## config.mk

```make
export PLATFORM = sky130hd
export DESIGN_NAME = cdd_ctrl
export DESIGN_NICKNAME = d
export VERILOG_FILES = /design/src/design/cdd_clkdiv.v /design/src/design/cdd_ctrl.v
export VERILOG_INCLUDE_DIRS = /design/src /design/src/design
export SDC_FILE = /design/constraint.sdc
export NUM_CORES = 1
export LEC_CHECK = 0
export ABC_AREA = 0
export BUFFER_PORTS_ARGS = -buffer_cell sky130_fd_sc_hd__buf_2
export CAP_MARGIN = 20
export CORE_MARGIN = 5
export CORE_UTILIZATION = 51
export CTS_CLUSTER_DIAMETER = 60
export CTS_CLUSTER_SIZE = 16
export DETAILED_ROUTE_END_ITERATION = 8
export PLACE_DENSITY = 0.88
export SLEW_MARGIN = 10
export SYNTH_ARGS = -nofsm -noshare
export SYNTH_HDL_FRONTEND = slang
export SYNTH_HIERARCHICAL = 1
export SYNTH_SLANG_ARGS = --single-unit
```

## constraint.sdc

```tcl
create_clock -name sys_clk -period 4.18 [get_ports sys_clk]
set_input_delay 0.418 -clock sys_clk [delete_from_list [all_inputs] [get_ports sys_clk]]
set_output_delay 0.418 -clock sys_clk [all_outputs]
set_load 0.005 [all_outputs]
```

## src/design/cdd_regs.vh

```
`ifndef CDD_REGS_VH
`define CDD_REGS_VH
// ***********************************************
// Register offsets (byte addresses)
// ***********************************************
`define CDD_OFF_CLK 11'h004
`define CDD_OFF_DBG 11'h008
// ***********************************************
// Clock control field positions
// ***********************************************
`define CDD_CLK_PON 0
`define CDD_CLK_SEL 1
`define CDD_CLK_MUL_LO 2
`define CDD_CLK_MUL_HI 3
`define CDD_CLK_RAM 4
`define CDD_CLK_STOP 5
`define CDD_CLK_DIV_LO 7
`define CDD_CLK_DIV_HI 8
// ***********************************************
// Debug pin enable and transfer request fields
// ***********************************************
`define CDD_DBG_CYC 31
`define CDD_DBG_MON 30
`define CDD_DBG_MT 29
`define CDD_DBG_DYN 28
`define CDD_DBG_CYC0 27
`define CDD_DMA_POL 2
`define CDD_DMA_EN 1
`define CDD_DMA_OE 0
// ***********************************************
// Reset values
// ***********************************************
`define CDD_RST_BIT 1'b0
`define CDD_RST_2B 2'h0
`define CDD_RST_WORD 32'h0000_0000
// ***********************************************
// Protocol state codes that admit clock writes
// ***********************************************
`define CDD_POCS_DEFAULT_CONFIG 6'h00
`define CDD_POCS_CONFIG 6'h0f
// ***********************************************
// Strap capture timing
// ***********************************************
`define CDD_STRAP_LOAD 2'h2
`define CDD_STRAP_DONE 2'h3
// ***********************************************
// Divider masks
// ***********************************************
`define CDD_MASK_DIV1 3'h0
`define CDD_MASK_DIV2 3'h1
`define CDD_MASK_DIV4 3'h3
`define CDD_MASK_DIV8 3'h7
`endif
```

## src/design/cdd_clkdiv.v

```verilog
`default_nettype none
// ***********************************************
// Operating and RAM clock enable generator
// ***********************************************
`include "cdd_regs.vh"
module cdd_clkdiv (
	// Clock and reset
	input wire sys_clk,
	input wire rst_b,
	input wire clk_en,
	// Settings
	input wire [1:0] div_sel,
	input wire ram_half,
	input wire stop,
	// Enables for downstream logic
	output reg op_tick_r,
	output reg ram_tick_r
);
	reg [2:0] cnt_r; // Free prescale count
	reg [2:0] mask; // Low bits that must all be set

	// Mask for the chosen division
	always @* begin
		case (div_sel)
			2'h0: mask = `CDD_MASK_DIV1;
			2'h1: mask = `CDD_MASK_DIV2;
			2'h2: mask = `CDD_MASK_DIV4;
			default: mask = `CDD_MASK_DIV8;
		endcase
	end

	// Count holds while stopped, so phase is kept
	always @(posedge sys_clk) begin
		if (!rst_b) begin
			cnt_r <= 3'h0;
			op_tick_r <= `CDD_RST_BIT;
			ram_tick_r <= `CDD_RST_BIT;
		end else if (clk_en) begin
			if (stop) begin
				// Gated: no ticks at all
				op_tick_r <= 1'b0;
				ram_tick_r <= 1'b0;
			end else begin
				cnt_r <= cnt_r + 3'h1;
				op_tick_r <= ((cnt_r & mask) == mask);
				ram_tick_r <= ram_half ? cnt_r[0] : 1'b1;
			end
		end
	end
endmodule
`default_nettype wire

```

## src/design/cdd_ctrl.v

```verilog
// Operation
// - Reserved bits read zero, host writes zero
// - Divider field sets protocol engine clock
// - Divider codes: by one, two, four, eight
// - Clock stop gates system clock off
// - RAM select picks system clock or half
// - RAM select zero direct, one halved
// - Multiplier codes target eighty megahertz PLL
// - Serial mode loads straps, enables PLL
// - Source select and PLL enable drive clocks
// - Clock writes only in configuration states
// - Monitor pins follow enable, else low; held low in plain parallel mode
// - Cycle start pin gated by bit 31
// - Macrotick, dynamic, cycle zero pins gated
// - Polarity bit inverts request while driven
// - Request enable suppresses requests when zero
// - Drive enable drives pin, else high impedance
// - Serial mode: request register has no effect
`default_nettype none
`include "cdd_regs.vh"
module cdd_ctrl (
	// Clock, reset, enable
	input wire sys_clk,
	input wire rst_b,
	input wire clk_en,
	// Host register port
	input wire host_req,
	input wire host_wr,
	input wire [10:0] host_addr,
	input wire [31:0] host_wdata,
	output reg [31:0] host_rdata_r,
	output reg host_ack_r,
	// Mode and frequency straps (pins)
	input wire host_mode_strap,
	input wire bus_mux_strap,
	input wire freq_strap_high,
	input wire freq_strap_low,
	// Protocol engine status
	input wire [5:0] protocol_state_field,
	// Internal timing and monitor signals
	input wire cycle_start_pulse,
	input wire macrotick_pulse,
	input wire dyn_segment_start,
	input wire cycle_zero_start,
	input wire monitor_tx_a,
	input wire monitor_rx_a,
	input wire monitor_tx_b,
	input wire monitor_rx_b,
	input wire xfer_req_int,
	// Clock control outputs
	output reg pll_power_on_r,
	output reg pll_select_r,
	output reg [1:0] pll_multiplier_r,
	output reg op_clk_en_r,
	output reg ram_clk_en_r,
	output reg clk_stopped_r,
	// Debug pins
	output reg cycle_start_pin_r,
	output reg macrotick_pin_r,
	output reg dyn_segment_pin_r,
	output reg cycle_zero_pin_r,
	output reg [3:0] monitor_pins_r,
	// Transfer request pin
	output reg xfer_req_out_r,
	output reg xfer_req_oe_r
);
	// ***********************************************
	// Declarations
	// ***********************************************
	// Clock control fields
	reg [1:0] sys_clock_divider_r; // Operating clock division
	reg ram_half_r; // RAM clock at half rate
	reg stop_r; // Clock stop request
	// Debug enables
	reg cycle_start_out_enable_r;
	reg bus_monitor_output_enable_r;
	reg macrotick_out_enable_r;
	reg dyn_segment_out_enable_r;
	reg cycle_zero_out_enable_r;
	// Transfer request control
	reg request_polarity_r; // One means active low
	reg request_enable_r; // Requests allowed
	reg request_drive_enable_r; // Pin driven
	// Strap synchroniser, first stage then second
	reg [3:0] strap_meta_r;
	reg [3:0] strap_sync_r;
	// Strap capture sequencing
	reg [1:0] strap_wait_r;
	reg serial_mode_r; // Caught serial host mode
	reg mux_mode_r; // Caught multiplexed bus mode
	// Decodes
	wire wr_clk;
	wire wr_dbg;
	wire rd_clk;
	wire rd_dbg;
	wire cfg_state;
	wire strap_load;
	wire host_open;
	wire mon_active;
	wire req_level;
	// Divider outputs
	wire op_tick;
	wire ram_tick;
	// Assembled read words
	wire [31:0] clk_word;
	wire [31:0] dbg_word;

	// ***********************************************
	// Address decode
	// ***********************************************
	// Straps load before any host write is taken
	assign host_open = (strap_wait_r == `CDD_STRAP_DONE);
	assign strap_load = (strap_wait_r == `CDD_STRAP_LOAD);
	// Clock writes only in the configuration states
	assign cfg_state =
		(protocol_state_field == `CDD_POCS_DEFAULT_CONFIG) ||
		(protocol_state_field == `CDD_POCS_CONFIG);
	assign wr_clk = host_req && host_wr && host_open &&
		(host_addr == `CDD_OFF_CLK) && cfg_state;
	assign wr_dbg = host_req && host_wr && host_open &&
		(host_addr == `CDD_OFF_DBG);
	assign rd_clk = (host_addr == `CDD_OFF_CLK);
	assign rd_dbg = (host_addr == `CDD_OFF_DBG);

	// ***********************************************
	// Read words, reserved bits zero
	// ***********************************************
	// Gaps filled with zeros
	assign clk_word = {23'h000000,
		sys_clock_divider_r,
		1'b0,
		stop_r,
		ram_half_r,
		pll_multiplier_r,
		pll_select_r,
		pll_power_on_r};
	assign dbg_word = {cycle_start_out_enable_r,
		bus_monitor_output_enable_r,
		macrotick_out_enable_r,
		dyn_segment_out_enable_r,
		cycle_zero_out_enable_r,
		11'h000,
		13'h0000,
		request_polarity_r,
		request_enable_r,
		request_drive_enable_r};

	// ***********************************************
	// Strap synchroniser
	// ***********************************************
	// Straps are pins; no reset so they settle freely
	always @(posedge sys_clk) begin
		if (clk_en) begin
			strap_meta_r <= {bus_mux_strap, host_mode_strap,
				freq_strap_high, freq_strap_low};
			strap_sync_r <= strap_meta_r;
		end
	end

	// Wait two edges after release for settled straps
	always @(posedge sys_clk) begin
		if (!rst_b) begin
			strap_wait_r <= `CDD_RST_2B;
			serial_mode_r <= `CDD_RST_BIT;
			mux_mode_r <= `CDD_RST_BIT;
		end else if (clk_en) begin
			if (!host_open) begin
				strap_wait_r <= strap_wait_r + 2'h1;
			end
			if (strap_load) begin
				// Mode strap low selects serial host
				serial_mode_r <= ~strap_sync_r[2];
				mux_mode_r <= strap_sync_r[3];
			end
		end
	end

	// ***********************************************
	// Clock control register
	// ***********************************************
	// Held through clock stop; bus stays live
	always @(posedge sys_clk) begin
		if (!rst_b) begin
			pll_power_on_r <= `CDD_RST_BIT;
			pll_select_r <= `CDD_RST_BIT;
			pll_multiplier_r <= `CDD_RST_2B;
			ram_half_r <= `CDD_RST_BIT;
			stop_r <= `CDD_RST_BIT;
			sys_clock_divider_r <= `CDD_RST_2B;
		end else if (clk_en) begin
			if (strap_load && !strap_sync_r[2]) begin
				// Serial host: straps pick the multiplier
				pll_multiplier_r <= strap_sync_r[1:0];
				pll_power_on_r <= 1'b1;
			end else if (wr_clk) begin
				// Host keeps ordering of these fields
				pll_power_on_r <=
					host_wdata[`CDD_CLK_PON];
				pll_select_r <=
					host_wdata[`CDD_CLK_SEL];
				pll_multiplier_r <= host_wdata[
					`CDD_CLK_MUL_HI:`CDD_CLK_MUL_LO];
				ram_half_r <= host_wdata[`CDD_CLK_RAM];
				stop_r <= host_wdata[`CDD_CLK_STOP];
				sys_clock_divider_r <= host_wdata[
					`CDD_CLK_DIV_HI:`CDD_CLK_DIV_LO];
			end
		end
	end

	// ***********************************************
	// Debug and transfer request register
	// ***********************************************
	// Both halves share one word
	always @(posedge sys_clk) begin
		if (!rst_b) begin
			cycle_start_out_enable_r <= `CDD_RST_BIT;
			bus_monitor_output_enable_r <= `CDD_RST_BIT;
			macrotick_out_enable_r <= `CDD_RST_BIT;
			dyn_segment_out_enable_r <= `CDD_RST_BIT;
			cycle_zero_out_enable_r <= `CDD_RST_BIT;
			request_polarity_r <= `CDD_RST_BIT;
			request_enable_r <= `CDD_RST_BIT;
			request_drive_enable_r <= `CDD_RST_BIT;
		end else if (clk_en && wr_dbg) begin
			cycle_start_out_enable_r <=
				host_wdata[`CDD_DBG_CYC];
			bus_monitor_output_enable_r <=
				host_wdata[`CDD_DBG_MON];
			macrotick_out_enable_r <=
				host_wdata[`CDD_DBG_MT];
			dyn_segment_out_enable_r <=
				host_wdata[`CDD_DBG_DYN];
			cycle_zero_out_enable_r <=
				host_wdata[`CDD_DBG_CYC0];
			// Stored even in serial mode; only unused there
			request_polarity_r <= host_wdata[`CDD_DMA_POL];
			request_enable_r <= host_wdata[`CDD_DMA_EN];
			request_drive_enable_r <= host_wdata[`CDD_DMA_OE];
		end
	end

	// ***********************************************
	// Host answer
	// ***********************************************
	// One-cycle ack; unmapped addresses read zero
	always @(posedge sys_clk) begin
		if (!rst_b) begin
			host_rdata_r <= `CDD_RST_WORD;
			host_ack_r <= `CDD_RST_BIT;
		end else if (clk_en) begin
			host_ack_r <= host_req && host_open;
			if (host_req && host_open && !host_wr) begin
				if (rd_clk) begin
					host_rdata_r <= clk_word;
				end else if (rd_dbg) begin
					host_rdata_r <= dbg_word;
				end else begin
					host_rdata_r <= `CDD_RST_WORD;
				end
			end
		end
	end

	// ***********************************************
	// Clock division and stop
	// ***********************************************
	cdd_clkdiv u_div (
		.sys_clk(sys_clk),
		.rst_b(rst_b),
		.clk_en(clk_en),
		.div_sel(sys_clock_divider_r),
		.ram_half(ram_half_r),
		.stop(stop_r),
		.op_tick_r(op_tick),
		.ram_tick_r(ram_tick)
	);

	// Registered again so outputs come from flops here
	always @(posedge sys_clk) begin
		if (!rst_b) begin
			op_clk_en_r <= `CDD_RST_BIT;
			ram_clk_en_r <= `CDD_RST_BIT;
			clk_stopped_r <= `CDD_RST_BIT;
		end else if (clk_en) begin
			op_clk_en_r <= op_tick & ~stop_r;
			ram_clk_en_r <= ram_tick & ~stop_r;
			clk_stopped_r <= stop_r;
		end
	end

	// ***********************************************
	// Debug pins
	// ***********************************************
	// Monitor pins only exist in serial or mux modes
	assign mon_active = bus_monitor_output_enable_r &
		(serial_mode_r | mux_mode_r);
	always @(posedge sys_clk) begin
		if (!rst_b) begin
			cycle_start_pin_r <= `CDD_RST_BIT;
			macrotick_pin_r <= `CDD_RST_BIT;
			dyn_segment_pin_r <= `CDD_RST_BIT;
			cycle_zero_pin_r <= `CDD_RST_BIT;
			monitor_pins_r <= 4'h0;
		end else if (clk_en) begin
			cycle_start_pin_r <= cycle_start_pulse &
				cycle_start_out_enable_r;
			macrotick_pin_r <= macrotick_pulse &
				macrotick_out_enable_r;
			dyn_segment_pin_r <= dyn_segment_start &
				dyn_segment_out_enable_r;
			cycle_zero_pin_r <= cycle_zero_start &
				cycle_zero_out_enable_r;
			monitor_pins_r <= {monitor_rx_b, monitor_tx_b,
				monitor_rx_a, monitor_tx_a} &
				{4{mon_active}};
		end
	end

	// ***********************************************
	// Transfer request pin
	// ***********************************************
	// Polarity is applied even while undriven, so a
	// host that sets it first sees no glitch
	assign req_level = request_polarity_r ^
		(xfer_req_int & request_enable_r);
	always @(posedge sys_clk) begin
		if (!rst_b) begin
			xfer_req_out_r <= `CDD_RST_BIT;
			xfer_req_oe_r <= `CDD_RST_BIT;
		end else if (clk_en) begin
			xfer_req_out_r <= req_level;
			// No pin in serial mode: never driven
			xfer_req_oe_r <= request_drive_enable_r &
				~serial_mode_r;
		end
	end
endmodule
`default_nettype wire

```

==> flow_summary.toml <==
[synthesis]
async_flop_share_pct = 0
yosysSeqAreaShare_pct = 48.3
synth-edff-count = 8
synth_cells = 283
synth_flop_cell = "dfxtp_1"
synth.avg_cell_area_um2 = 9.37
synth_common_cells = "dfxtp_1, a21oi_1, nand3_1, buf_4, nand2_1"
ys_warn_count = 6
yosys.cell_count.top_type = "dfxtp_1"
synth_cell_type_count = 44
synth_top_cell_by_area = "dfxtp_1"
syn_area_mm2 = 0.00265
synthTopCellsByArea = "dfxtp_1, edfxtp_1, a21oi_1"
synth_top_area_share_pct = 39.2
yosys_register_bits = 60

[layout]
area_growth_pct = 20.0
nets = 429
n_fill_cell = 448
drive_gt1_share_pct = 29.1
finalInstanceArea_mm2 = 0.00318
multi_input_area_mm2 = 0.00123
n_antenna_cell = 0
regArea_mm2 = 0.00128

[worst_setup_path]
cp_max_fo = 40
path_cells = "buf_2 > buf_4 > nand4_1 > a2111o_1 > o31ai_4 > o221a_1"
end_kind = "flip-flop"
arrival_ns = 2.50
cp.required_ns = 4.45
startpoint_type = "input port"
cp_slowest_cell = "a2111o_1"
criticalPathCategory = "in2reg"
max_stage_delay_ns = 0.65
r2r_setup_slack_ns = 1.97

[floorplanning]
dieArea_mm2 = 0.00674
die_height_um = 82.1
rows = 26
core_area_mm2 = 0.00507
die_x_um = 82.1
start_util_pct = 52.3
io_pins = 117

[drt]
initialDrtViolationCount = 148
viasPerCell = 5.30
wl_per_cell_um = 14.8
wirelength_mm = 6.42
drc = 0
drtAntennaViolNets = 0
dr_total_vias = 2302
drt_pre_antenna_iters = 4

[placed_design]
preCtsSetupSlack_ns = 1.63
portBuffers = 78
dp_hpwl_mm = 4.68
gp_congestion = 0.834
post_dp_cell_area_mm2 = 0.00301

[global_route]
grt_overflow = 0
grt_pass1_wl_mm = 10.5
grt_pass1_vias = 2249
antenna_found_initial = 0
grt_use_total_pct = 20.7
grt_max_degree = 41

[clock_network]
ctsHtreeMaxLevel = 3
cts_tree = "done"
hold_buffers = 0
worstSkewPairLatency_ns = 0.34
post_cts_resized = 0
cts_buffers = 9
clkSinkCount = 60
cts_buffer_depth = 2
cts_setup_buffers = 0
clkTransAtPathRegs_ns = 0.06
cts-root-buf = "clkbuf_8"

[power_and_ir_drop]
vdd_drop_max_uv = 302
p_leak_nw = 1.32
p_per_area_mw_per_mm2 = 357

[timing]
worst_pin_slew_ns = 0.847
final_max_slew_viol_count = 0
setup_ws_ns = 1.95
fmax_mhz = 448
min_period_ns = 2.23
hold_violations = 0
tns_ns = 0
slew_headroom_pct = 43.1
setup_violations = 0
fin_skew_ns = 0.00630
holdWs_ns = 0.256
fin_crit_sh_pct = 53.4
grt_setup_unrepaired = "no"

[flow_run]
max-cap-violations = 0

[min_path]
hold_path.class = "in2reg"

[run_status]
status = "complete, no violations"
-- cells by family after synthesis --
family / after synthesis / synth area share, %
flops: 60 / 48.3
compound gates: 69 / 17.0
mux: 4 / 1.51
buf+inv: 36 / 7.92
other cells: 1 / 0.141
xor+xnor: 4 / 1.32
fa+ha+maj: 3 / 1.42
simple gates: 106 / 22.4
-- sequential cells by signal (all words and copies together), names as in the netlist, 2 cells and up --
register,cells
strap_sync_r,4
sys_clock_divider_r,2
strap_meta_r,4
monitor_pins_r,4
u_div/cnt_r,3
host_rdata_r,13
strap_wait_r,2
pll_multiplier_r,2
-- through the flow --
stage                     total power, mW  util [%]  instances
final                                1.14      62.7        434
after global routing                 1.19      62.7        434
after CTS                            1.15      62.7        434
after detailed placement            0.705      59.4        418
after global placement              0.701      59.4        418
after floorplan                     0.677         -        301
-- layout by cell type (no fill, tap or decap), drive strengths merged --
master and instances:
buf 80, conb 19, a21oi 37, nand3 25
o211ai 2, a221oi 3, or3 1, o21ai 11
or2 2, and2 2, o221a 1, or4 4
nand3b 3, clkinvlp 1, xnor2 2, o21a 1
nand4 7, clkbuf 11, mux2i 4, edfxtp 8
inv 3, a2111o 1, nor2 16, nand2b 12
o211a 1, xor2 2, o31ai 7, nor3b 1
nor4 2, nor3 1, a21boi 2, ha 3
a2111oi 1, nor2b 12, nand2 17, and2b 1
a211oi 2, clkinv 4, dfxtp 52
-- cell type report --
type | count | area share [%]
multi-input combinational | 205 | 38.6
inverter | 3 | 0.354
sequential | 60 | 40.3
clock buffer | 11 | 4.44
tap | 70 | 2.75
clock inverter | 5 | 0.865
timing repair buffer | 80 | 12.7
-- path summary, 6_finish.rpt --
| path | start | to | depth (start not counted) |
|---|---|---|---|
| max | clk_en | pll_power_on_r | 6 |
| min reg2reg | strap_meta_r[3] | strap_sync_r[3] | 0 |
| min | freq_strap_high | strap_meta_r[1] | 1 |
| max reg2reg | strap_wait_r[0] | pll_power_on_r | 5 |
-- routing by layer --
metal	vias up	share of wire (%)	global-route usage (%)	wire (um)
met3	9	9.4	8.03	601
met1	1076	40	23.9	2550
met4	0	1.4	6.98	88
met2	94	50	34.9	3190
met5	-	0	0	0
li1	1123	-	-	-
-- worst max-delay path, delay by kind of cell --
family / cells / cell delay (ns)
buffers and inverters: 2 / 0.43
AOI/OAI and AO/OA: 3 / 1.17
and+or+nand+nor: 1 / 0.48
-- power breakdown --
group | internal (mW) | switching [mW] | total [mW] | leakage (nW)
Combinational | 0.0369 | 0.0485 | 0.0855 | 0.730
Sequential | 0.600 | 0.00872 | 0.609 | 0.499
Clock | 0.227 | 0.216 | 0.443 | 0.0889
Note: power is estimated with default switching activity, not from simulation.
